### src/shared/tps_pkg.sv
// Purpose: shared constants for the timer pin, trigger, irq and stop logic
// Assumes: 32-bit apb data, one aligned word per register
// Notes:   pin-select offsets are indices, byte address is four times them
package tps_pkg;
  // ----------------------------------------------------------------
  // sizes
  // ----------------------------------------------------------------
  localparam int TPS_CH    = 2;
  localparam int TPS_PINS  = 4;
  localparam int TPS_SRC   = 6;
  localparam int TPS_AW    = 12;
  // ----------------------------------------------------------------
  // timer-side register map (byte addresses, pin-select entries as indices)
  // ----------------------------------------------------------------
  localparam logic [TPS_AW-1:0] TPS_PSR0_IDX  = 12'h184;
  localparam logic [TPS_AW-1:0] TPS_PSR1_IDX  = 12'h185;
  localparam logic [TPS_AW-1:0] TPS_ADCSEL_A  = 12'h000;
  localparam logic [TPS_AW-1:0] TPS_STAT0_A   = 12'h004;
  localparam logic [TPS_AW-1:0] TPS_STAT1_A   = 12'h008;
  localparam logic [TPS_AW-1:0] TPS_IEN0_A    = 12'h00c;
  localparam logic [TPS_AW-1:0] TPS_IEN1_A    = 12'h010;
  localparam logic [TPS_AW-1:0] TPS_START_A   = 12'h014;
  localparam logic [TPS_AW-1:0] TPS_FCR_A     = 12'h018;
  // readable / writable bits of the pin-select registers
  localparam logic [7:0] TPS_PSR0_MASK = 8'h7d;
  localparam logic [7:0] TPS_PSR1_MASK = 8'hf5;
  localparam logic [7:0] TPS_PSR_RST   = 8'h00;
  // count start control layout
  localparam int TPS_RUN_POS  = 0;
  localparam int TPS_SEL_POS  = 2;
  // function control layout
  localparam int TPS_MODE_POS = 0;
  localparam int TPS_OLSP_POS = 2;
  localparam int TPS_OLSN_POS = 3;
  // status bit positions beyond the four match bits
  localparam int TPS_OVF_POS  = 4;
  localparam int TPS_UDF_POS  = 5;
  // ----------------------------------------------------------------
  // controller-side register map (byte addresses)
  // ----------------------------------------------------------------
  localparam logic [TPS_AW-1:0] TPS_CPU_A    = 12'h000;
  localparam logic [TPS_AW-1:0] TPS_IC0_A    = 12'h004;
  localparam logic [TPS_AW-1:0] TPS_IC1_A    = 12'h008;
  localparam logic [TPS_AW-1:0] TPS_ADCNT_A  = 12'h00c;
  localparam int TPS_IFLAG_POS = 0;
  localparam int TPS_CPL_POS   = 1;
  localparam int TPS_REQ_POS   = 3;
  localparam logic [31:0] TPS_ZERO = 32'h0000_0000;
  // counting modes of the function control register
  typedef enum logic [1:0] {
    TPS_MODE_TIMER, TPS_MODE_RSYNC, TPS_MODE_COMPL_U, TPS_MODE_COMPL_M
  } tps_mode_type;
endpackage

### src/shared/tps_link_if.sv
// Purpose: link between the timer support logic and its controller
// Assumes: both ends on the same clock
// Notes:   no clocking block, plain levels and pulses
`timescale 1ns/100ps
interface tps_link_if;
  logic [1:0] irq_req;   // per-channel request flag level
  logic       adc_trig;  // one-cycle conversion start pulse
  modport tmr (output irq_req, output adc_trig);
  modport ctl (input irq_req, input adc_trig);
endinterface

### src/tps_tmr.sv
// Purpose: pin routing, a/d triggers, irq merge and count stop control
// Assumes: timer core events are one-cycle pulses on this clock
// Notes:   port pins pass three flops before use
//
// Functional notes
// - channel 0 select bits route pins to port bits 0-3
// - channel 1 select bits route pins to port bits 4-7
// - select registers reset zero, unassigned bits read zero
// - software sets pin select before other registers
// - software leaves pin select alone while running
// - every compare match can start a conversion
// - trigger select register picks forwarded matches
// - six sources merge into one request per channel
// - acceptance uses mask, flag and priority levels
// - enabled set status bit raises request flag
// - flag falls once no enabled status remains
// - flag holds while another enabled source stands
// - acknowledge leaves status, handler clears it
// - stop-select zero ignores run-bit clear writes
// - same-write select set and clear does not stop
// - software stop holds pin levels before stop
// - match-a stop holds level after match change
// - pwm modes drive initial levels when stopped
`timescale 1ns/100ps
module tps_tmr
  import tps_pkg::*;
#(
  parameter int NSRC = TPS_SRC
)
(
  input  wire logic              clock,
  input  wire logic              arst_n,
  input  wire logic              clk_en,
  tps_link_if.tmr                link,
  input  wire logic              psel,
  input  wire logic              penable,
  input  wire logic              pwrite,
  input  wire logic [TPS_AW-1:0] paddr,
  input  wire logic [31:0]       pwdata,
  output logic      [31:0]       prdata,
  output logic                   pready,
  output logic                   pslverr,
  output logic                   irq,
  input  wire logic [7:0]        match_evt,
  input  wire logic [1:0]        ovf_evt,
  input  wire logic [1:0]        udf_evt,
  input  wire logic [7:0]        wave_out,
  input  wire logic [7:0]        wave_oe,
  output logic      [1:0]        count_run,
  output logic      [7:0]        pin_to_core,
  input  wire logic [7:0]        p2_in,
  output logic      [7:0]        p2_out,
  output logic      [7:0]        p2_oe
);
  logic [7:0]      psr0_r;
  logic [7:0]      psr1_r;
  logic [7:0]      adcsel_r;
  logic [NSRC-1:0] stat_r [TPS_CH];
  logic [NSRC-1:0] stat_nxt [TPS_CH];
  logic [NSRC-1:0] ien_r [TPS_CH];
  logic [NSRC-1:0] ien_nxt [TPS_CH];
  logic [NSRC-1:0] src_evt [TPS_CH];
  logic [1:0]      run_r;
  logic [1:0]      run_nxt;
  logic [1:0]      ssel_r;
  logic [3:0]      fcr_r;
  logic [7:0]      hold_r;
  logic [7:0]      p2_s1_r;
  logic [7:0]      p2_s2_r;
  logic [7:0]      route;
  logic [1:0]      req;
  logic            setup;
  logic            wr_go;
  logic            rd_go;
  logic            pwm_mode;

  assign setup = psel & ~penable;
  assign wr_go = psel & penable & pready & pwrite;
  assign rd_go = psel & penable & pready & ~pwrite;

  // ----------------------------------------------------------------
  // apb slave
  // ----------------------------------------------------------------
  // read data latched in setup, answer in the first access cycle
  always_ff @(posedge clock or negedge arst_n) begin
    if (!arst_n) begin
      pready  <= 1'b0;
      pslverr <= 1'b0;
      prdata  <= TPS_ZERO;
    end else if (clk_en) begin
      pready  <= setup;
      pslverr <= 1'b0;
      prdata  <= TPS_ZERO;
      if (setup) begin
        case (paddr)
          {TPS_PSR0_IDX[9:0], 2'b00}: prdata[7:0] <= psr0_r;
          {TPS_PSR1_IDX[9:0], 2'b00}: prdata[7:0] <= psr1_r;
          TPS_ADCSEL_A: prdata[7:0] <= adcsel_r;
          TPS_STAT0_A:  prdata[NSRC-1:0] <= stat_r[0];
          TPS_STAT1_A:  prdata[NSRC-1:0] <= stat_r[1];
          TPS_IEN0_A:   prdata[NSRC-1:0] <= ien_r[0];
          TPS_IEN1_A:   prdata[NSRC-1:0] <= ien_r[1];
          TPS_START_A:  prdata[3:0] <= {ssel_r, run_r};
          TPS_FCR_A:    prdata[3:0] <= fcr_r;
          default:      pslverr <= 1'b1;
        endcase
      end
    end
  end

  // pin select, trigger select and function control registers
  always_ff @(posedge clock or negedge arst_n) begin
    if (!arst_n) begin
      psr0_r   <= TPS_PSR_RST;
      psr1_r   <= TPS_PSR_RST;
      adcsel_r <= 8'h00;
      fcr_r    <= 4'h0;
    end else if (clk_en && wr_go) begin
      case (paddr)
        {TPS_PSR0_IDX[9:0], 2'b00}:
          psr0_r <= pwdata[7:0] & TPS_PSR0_MASK;
        {TPS_PSR1_IDX[9:0], 2'b00}:
          psr1_r <= pwdata[7:0] & TPS_PSR1_MASK;
        TPS_ADCSEL_A: adcsel_r <= pwdata[7:0];
        TPS_FCR_A:    fcr_r    <= pwdata[3:0];
        default: ;
      endcase
    end
  end

  // ----------------------------------------------------------------
  // status and interrupt merge
  // ----------------------------------------------------------------
  // six sources: four matches, overflow, underflow
  always_comb begin
    for (int c = 0; c < TPS_CH; c++) begin
      src_evt[c] = '0;
      src_evt[c][3:0] = match_evt[c*4 +: 4];
      src_evt[c][TPS_OVF_POS] = ovf_evt[c];
      src_evt[c][TPS_UDF_POS] = udf_evt[c];
    end
  end

  // read clears only the bits it reported, a new event wins
  always_comb begin
    for (int c = 0; c < TPS_CH; c++) begin
      stat_nxt[c] = stat_r[c];
      ien_nxt[c]  = ien_r[c];
    end
    if (rd_go && paddr == TPS_STAT0_A) begin
      stat_nxt[0] = stat_r[0] & ~prdata[NSRC-1:0];  // setup snapshot
    end
    if (rd_go && paddr == TPS_STAT1_A) begin
      stat_nxt[1] = stat_r[1] & ~prdata[NSRC-1:0];
    end
    if (wr_go && paddr == TPS_IEN0_A) begin
      ien_nxt[0] = pwdata[NSRC-1:0];
    end
    if (wr_go && paddr == TPS_IEN1_A) begin
      ien_nxt[1] = pwdata[NSRC-1:0];
    end
    for (int c = 0; c < TPS_CH; c++) begin
      stat_nxt[c] = stat_nxt[c] | src_evt[c];
    end
  end

  // request level follows status and enables, no latch
  always_comb begin
    for (int c = 0; c < TPS_CH; c++) begin
      req[c] = |(stat_nxt[c] & ien_nxt[c]);
    end
  end

  always_ff @(posedge clock or negedge arst_n) begin
    if (!arst_n) begin
      for (int c = 0; c < TPS_CH; c++) begin
        stat_r[c] <= '0;
        ien_r[c]  <= '0;
      end
      link.irq_req <= 2'b00;
      irq          <= 1'b0;
    end else if (clk_en) begin
      stat_r       <= stat_nxt;
      ien_r        <= ien_nxt;
      link.irq_req <= req;
      irq          <= |req;
    end
  end

  // selected compare matches start a conversion
  always_ff @(posedge clock or negedge arst_n) begin
    if (!arst_n) begin
      link.adc_trig <= 1'b0;
    end else if (clk_en) begin
      link.adc_trig <= |(match_evt & adcsel_r);
    end
  end

  // ----------------------------------------------------------------
  // count start and stop
  // ----------------------------------------------------------------
  // clearing a run bit acts only when stop-select was already set
  always_comb begin
    run_nxt = run_r;
    for (int c = 0; c < TPS_CH; c++) begin
      if (!ssel_r[c] && match_evt[c*4] && run_r[c]) begin
        run_nxt[c] = 1'b0;
      end
      if (wr_go && paddr == TPS_START_A) begin
        if (pwdata[TPS_RUN_POS+c]) begin
          run_nxt[c] = 1'b1;
        end else if (ssel_r[c]) begin
          run_nxt[c] = 1'b0;
        end
      end
    end
  end

  always_ff @(posedge clock or negedge arst_n) begin
    if (!arst_n) begin
      run_r     <= 2'b00;
      ssel_r    <= 2'b00;
      count_run <= 2'b00;
    end else if (clk_en) begin
      run_r     <= run_nxt;
      count_run <= run_nxt;
      if (wr_go && paddr == TPS_START_A) begin
        ssel_r <= pwdata[TPS_SEL_POS +: 2];
      end
    end
  end

  // ----------------------------------------------------------------
  // pins
  // ----------------------------------------------------------------
  // select bit 2j of each register routes pin j
  generate
    for (genvar j = 0; j < TPS_PINS; j++) begin : g_route
      assign route[j]          = psr0_r[2*j];
      assign route[TPS_PINS+j] = psr1_r[2*j];
    end
  endgenerate

  assign pwm_mode = fcr_r[TPS_MODE_POS +: 2] != TPS_MODE_TIMER;

  // level last driven while running is held once stopped
  always_ff @(posedge clock or negedge arst_n) begin
    if (!arst_n) begin
      hold_r <= 8'h00;
    end else if (clk_en) begin
      for (int p = 0; p < 8; p++) begin
        if (run_r[p/TPS_PINS]) begin
          hold_r[p] <= wave_out[p];
        end
      end
    end
  end

  // drive routed pins only; stopped pwm pins show initial levels
  always_ff @(posedge clock or negedge arst_n) begin
    if (!arst_n) begin
      p2_out <= 8'h00;
      p2_oe  <= 8'h00;
    end else if (clk_en) begin
      for (int p = 0; p < 8; p++) begin
        p2_oe[p] <= route[p] & wave_oe[p];
        if (run_nxt[p/TPS_PINS]) begin
          p2_out[p] <= wave_out[p];
        end else if (pwm_mode) begin
          p2_out[p] <= (p % 2 == 0) ? fcr_r[TPS_OLSP_POS]
                                    : fcr_r[TPS_OLSN_POS];
        end else begin
          p2_out[p] <= hold_r[p];
        end
      end
    end
  end

  // port inputs pass three flops, unrouted pins read as zero
  always_ff @(posedge clock or negedge arst_n) begin
    if (!arst_n) begin
      p2_s1_r     <= 8'h00;
      p2_s2_r     <= 8'h00;
      pin_to_core <= 8'h00;
    end else if (clk_en) begin
      p2_s1_r     <= p2_in;
      p2_s2_r     <= p2_s1_r;
      pin_to_core <= p2_s2_r & route;
    end
  end
endmodule

### src/flat_wrapper.sv
// flat-port wrapper written by rule: the top's interface ports become plain ports
module tps_tmr_flat import tps_pkg::*;
#(
  parameter int NSRC = TPS_SRC
)
  (clock, arst_n, clk_en, psel, penable, pwrite, paddr, pwdata, prdata, pready, pslverr, irq, match_evt, ovf_evt, udf_evt, wave_out, wave_oe, count_run, pin_to_core, p2_in, p2_out, p2_oe, link_irq_req, link_adc_trig);
  tps_link_if link_i ();
  input  wire logic clock;
  input  wire logic arst_n;
  input  wire logic clk_en;
  input  wire logic psel;
  input  wire logic penable;
  input  wire logic pwrite;
  input  wire logic [TPS_AW-1:0] paddr;
  input  wire logic [31:0] pwdata;
  output logic      [31:0] prdata;
  output logic pready;
  output logic pslverr;
  output logic irq;
  input  wire logic [7:0] match_evt;
  input  wire logic [1:0] ovf_evt;
  input  wire logic [1:0] udf_evt;
  input  wire logic [7:0] wave_out;
  input  wire logic [7:0] wave_oe;
  output logic      [1:0] count_run;
  output logic      [7:0] pin_to_core;
  input  wire logic [7:0] p2_in;
  output logic      [7:0] p2_out;
  output logic      [7:0] p2_oe;
  output wire logic [$bits(link_i.irq_req)-1:0] link_irq_req;
  output wire logic [$bits(link_i.adc_trig)-1:0] link_adc_trig;
  assign link_irq_req = link_i.irq_req;
  assign link_adc_trig = link_i.adc_trig;
  tps_tmr #(.NSRC(NSRC)) u_core (.clock(clock), .arst_n(arst_n), .clk_en(clk_en), .link(link_i), .psel(psel), .penable(penable), .pwrite(pwrite), .paddr(paddr), .pwdata(pwdata), .prdata(prdata), .pready(pready), .pslverr(pslverr), .irq(irq), .match_evt(match_evt), .ovf_evt(ovf_evt), .udf_evt(udf_evt), .wave_out(wave_out), .wave_oe(wave_oe), .count_run(count_run), .pin_to_core(pin_to_core), .p2_in(p2_in), .p2_out(p2_out), .p2_oe(p2_oe));
endmodule
### config.mk
export PLATFORM = sky130hd
export DESIGN_NAME = tps_tmr_flat
export DESIGN_NICKNAME = d
export VERILOG_FILES = /design/src/shared/tps_pkg.sv /design/src/shared/tps_link_if.sv /design/src/tps_tmr.sv /design/src/flat_wrapper.sv
export SDC_FILE = /design/constraint.sdc
export NUM_CORES = 1
export LEC_CHECK = 0
export ABC_AREA = 1
export BUFFER_PORTS_ARGS = -buffer_cell sky130_fd_sc_hd__buf_2
export CAP_MARGIN = 20
export CORE_MARGIN = 4
export CORE_UTILIZATION = 45
export DETAILED_ROUTE_END_ITERATION = 6
export PLACE_DENSITY_LB_ADDON = 0.15
export SYNTH_ARGS = -nofsm -noshare
export SYNTH_HDL_FRONTEND = slang
export SYNTH_SLANG_ARGS = --single-unit
### constraint.sdc
create_clock -name clock -period 1.9 [get_ports clock]
set_input_delay 0.38 -clock clock [delete_from_list [all_inputs] [get_ports clock]]
set_output_delay 0.38 -clock clock [all_outputs]
set_load 0.03 [all_outputs]
==> run metrics <==
Clock Root Buffer clkbuf_16; Worst R2R End u_core.irq; layout cell share with drive strength beyond 1 24.6%; switching power 1.87 mW; Hold Vio Cnt, Final 0; Peak supply drop 0.629 mV; Inst Count DP 1,048; Placed Area 6810 sq um; Boundary Pins 150; final cell count without fillers 1,088; vias in the first global route 5,317; status finished clean; worst reg-to-reg setup slack 0.14 ns; vias 5,527; sequential fraction of the synthesis area 47.8%; Starting Density 46.7%; Pwr Density 911 nW/um^2; final period utilization 92.5%; max incr delay on CP 0.40 ns; RSZ-0062 raised after global routing no; grt ovf 0; fin crit period 1.76 ns; P_int 4.94 mW; Worst Hold Class input port to register; die width 123 microns; Max Cap Viol 0; pins over their slew limit 0; most frequent cells in the layout nand2_1 (257), dfrtp_1 (114), buf_2 (100); largest cells by area after synthesis dfrtp_1 (48%), nand2_1 (16%), inv_1 (5.2%); Antenna Cells 0; asr flop ratio synth 100%; Pleak 3.98 nW; hold_sp p2_in[0]; cell area after layout 7480 sq um; startpoint types register; leading area contributor after synthesis dfrtp_1; Worst Reg-to-Reg Cells 12; slowest stage cell, crit path dfrtp_1; CTS tree done; Fmax 0.569 GHz; Min-Delay Path Depth 3; Worst Path Required 2.25 ns; combinational power share 14.0%; Synth Cell Area 5960 sq um; FF+latch count, synth 114; Flop pwr share 40.1%; number of nets still failing antenna checks after routing 0; Worst Hold End u_core.p2_s1_r[0]; Post-synth EDFFs 0; CP max FO 5; Sink Count 114; Synth warnings 0; Clock Skew 0.00599 ns; crit end category register; RePlAce Congestion 0.946; Final Core Density 58.6%; DRT iter0 DRCs 382; WL final 17,300 microns; core area 12,800 sq um; Clock transition at path regs 0.05 ns; largest net degree at the start of global routing 102; DRC 0; Clock Tree Buf Depth 2; WL/cell 15.9 microns; H-tree Lvls 4; initial antenna violation count 0; Netlist cell types 34; most used cell along the critical path nand2_1; DP HPWL 12,700 microns; r2r startpoint u_core.pready; Setup violations, final 0; post-synth top area share 47.8%; Die Ht 123 microns; crit-path cells nand3_2, nor2_4, buf_4, buf_4, nand4_1, nand3_1, nand2_1, nand2_1, nor2_1, nand2_1, nand2_1, nand3_2; First-pass DRT Iterations 5; die area 15,200 sq um; worst endpoint data arrival time 2.10 ns; clock share of power 45.9%; nets@finish 990; Synth Flop Type dfrtp_1; commonest non-fill, non-tap cell in the layout nand2_1; cells after synthesis 761; vias per cell 5.08; PortBufs 101; GRT Total Usage 23.3%; worst-skew pair later-pin latency 0.41 ns; P&R area growth vs syn 25.5%; WS Path Type register to register; global-route wire length before repair 26,900 microns; switching part of the total 27.5%; CTS Buf Count 17; Syn Area/Cell 7.83 sq um; std cell rows 41
==> sequential cells by signal, indices dropped and copies added, names as in the netlist <==
register	cells
u_core.adcsel_r	8
u_core.count_run	2
u_core.fcr_r	4
u_core.hold_r	8
u_core.ien_r	12
u_core.irq	1
u_core.link.adc_trig	1
u_core.link.irq_req	2
u_core.p2_oe	8
u_core.p2_out	8
u_core.p2_s1_r	8
u_core.p2_s2_r	8
u_core.pin_to_core	8
u_core.prdata	8
u_core.pready	1
u_core.pslverr	1
u_core.psr0_r	6
u_core.psr1_r	6
u_core.ssel_r	2
u_core.stat_r	12
==> logic make-up after synthesis <==
| kind of cell | Yosys count | share of synthesized area, % |
|---|---|---|
| AO/OA/AOI/OAI | 131 | 12.2 |
| buffers and inverters | 142 | 10.8 |
| flip-flops | 114 | 47.8 |
| other | 1 | 0.0629 |
| AND/OR/NAND/NOR | 373 | 29.1 |
==> worst max-delay path by stage <==
stage | startpoint | slack (ns) | cells past startpoint | to
floorplan | u_core.pready | 0.21 | 11 | u_core.irq
global placement | pwrite | -0.05 | 12 | u_core.irq
detailed placement | pwrite | -0.07 | 12 | u_core.irq
CTS | u_core.pready | 0.005 | 11 | u_core.irq
global route | u_core.pready | 0.02 | 12 | u_core.irq
finish | u_core.pready | 0.14 | 12 | u_core.irq
==> power groups by stage <==
stage	clock, mW	combinational [mW]	sequential [mW]
after floorplan	0	0.520	2.88
after global routing	3.28	1.07	2.76
after global placement	0	0.929	2.76
after CTS	3.16	0.954	2.73
final	3.13	0.955	2.73
after detailed placement	0	0.946	2.77
==> per-stage QoR <==
stage	power [mW]	setup WS, ns	setup TNS (ns)	hold slack (ns)
6_report	6.81	0.143	0	0.173
3_3_place_gp	3.69	-0.0482	-0.113	0.326
2_1_floorplan	3.40	0.211	0	0.0844
3_5_place_dp	3.72	-0.0736	-0.197	0.332
4_1_cts	6.84	0.00458	0	0.170
5_1_grt	7.11	0.0212	0	0.189
==> synth_stat cells (5+ instances only) <==
| library cell | count |
|---|---|
| a21oi_1 | 15 |
| buf_4 | 24 |
| clkbuf_1 | 12 |
| dfrtp_1 | 114 |
| inv_1 | 83 |
| inv_2 | 13 |
| nand2_1 | 257 |
| nand2_2 | 6 |
| nand3_1 | 37 |
| nand3_4 | 5 |
| nand4_1 | 20 |
| nor2_1 | 25 |
| nor2_4 | 7 |
| o21ai_0 | 49 |
| o21ai_1 | 37 |
| o21ai_2 | 5 |
| o22ai_1 | 11 |
| o31ai_1 | 5 |
==> worst max-delay path: cells and delay by family, from the launching register on <==
family                 cells  cell delay (ns)
flip-flops                 1             0.40
AND/OR/NAND/NOR           10             1.01
buffers and inverters      2             0.28
==> routing by layer <==
layer	global-route usage, %	share of wire, %	up-vias
met5	0	0	-
met4	7.34	2.2	0
met3	4.35	7.3	36
met2	37.6	46	239
met1	31.9	44	2554
li1	-	-	2698
==> area by class of cell <==
class                      count  area [sq um]
clock buffer                  22           474
sequential                   114          2850
inverter                      97           368
clock inverter                 9           106
tap                          172           215
fill                        1170          5290
multi-input combinational    530          2580
timing repair buffer         144           883
==> repair_timing <==
item	CTS	global route
buffers inserted	0	6
setup endpoints to repair	0	3
hold buffers	1	0
endpoints found under the hold margin	26	0
resized for setup	0	3
Power figures use the tool's default switching activity.
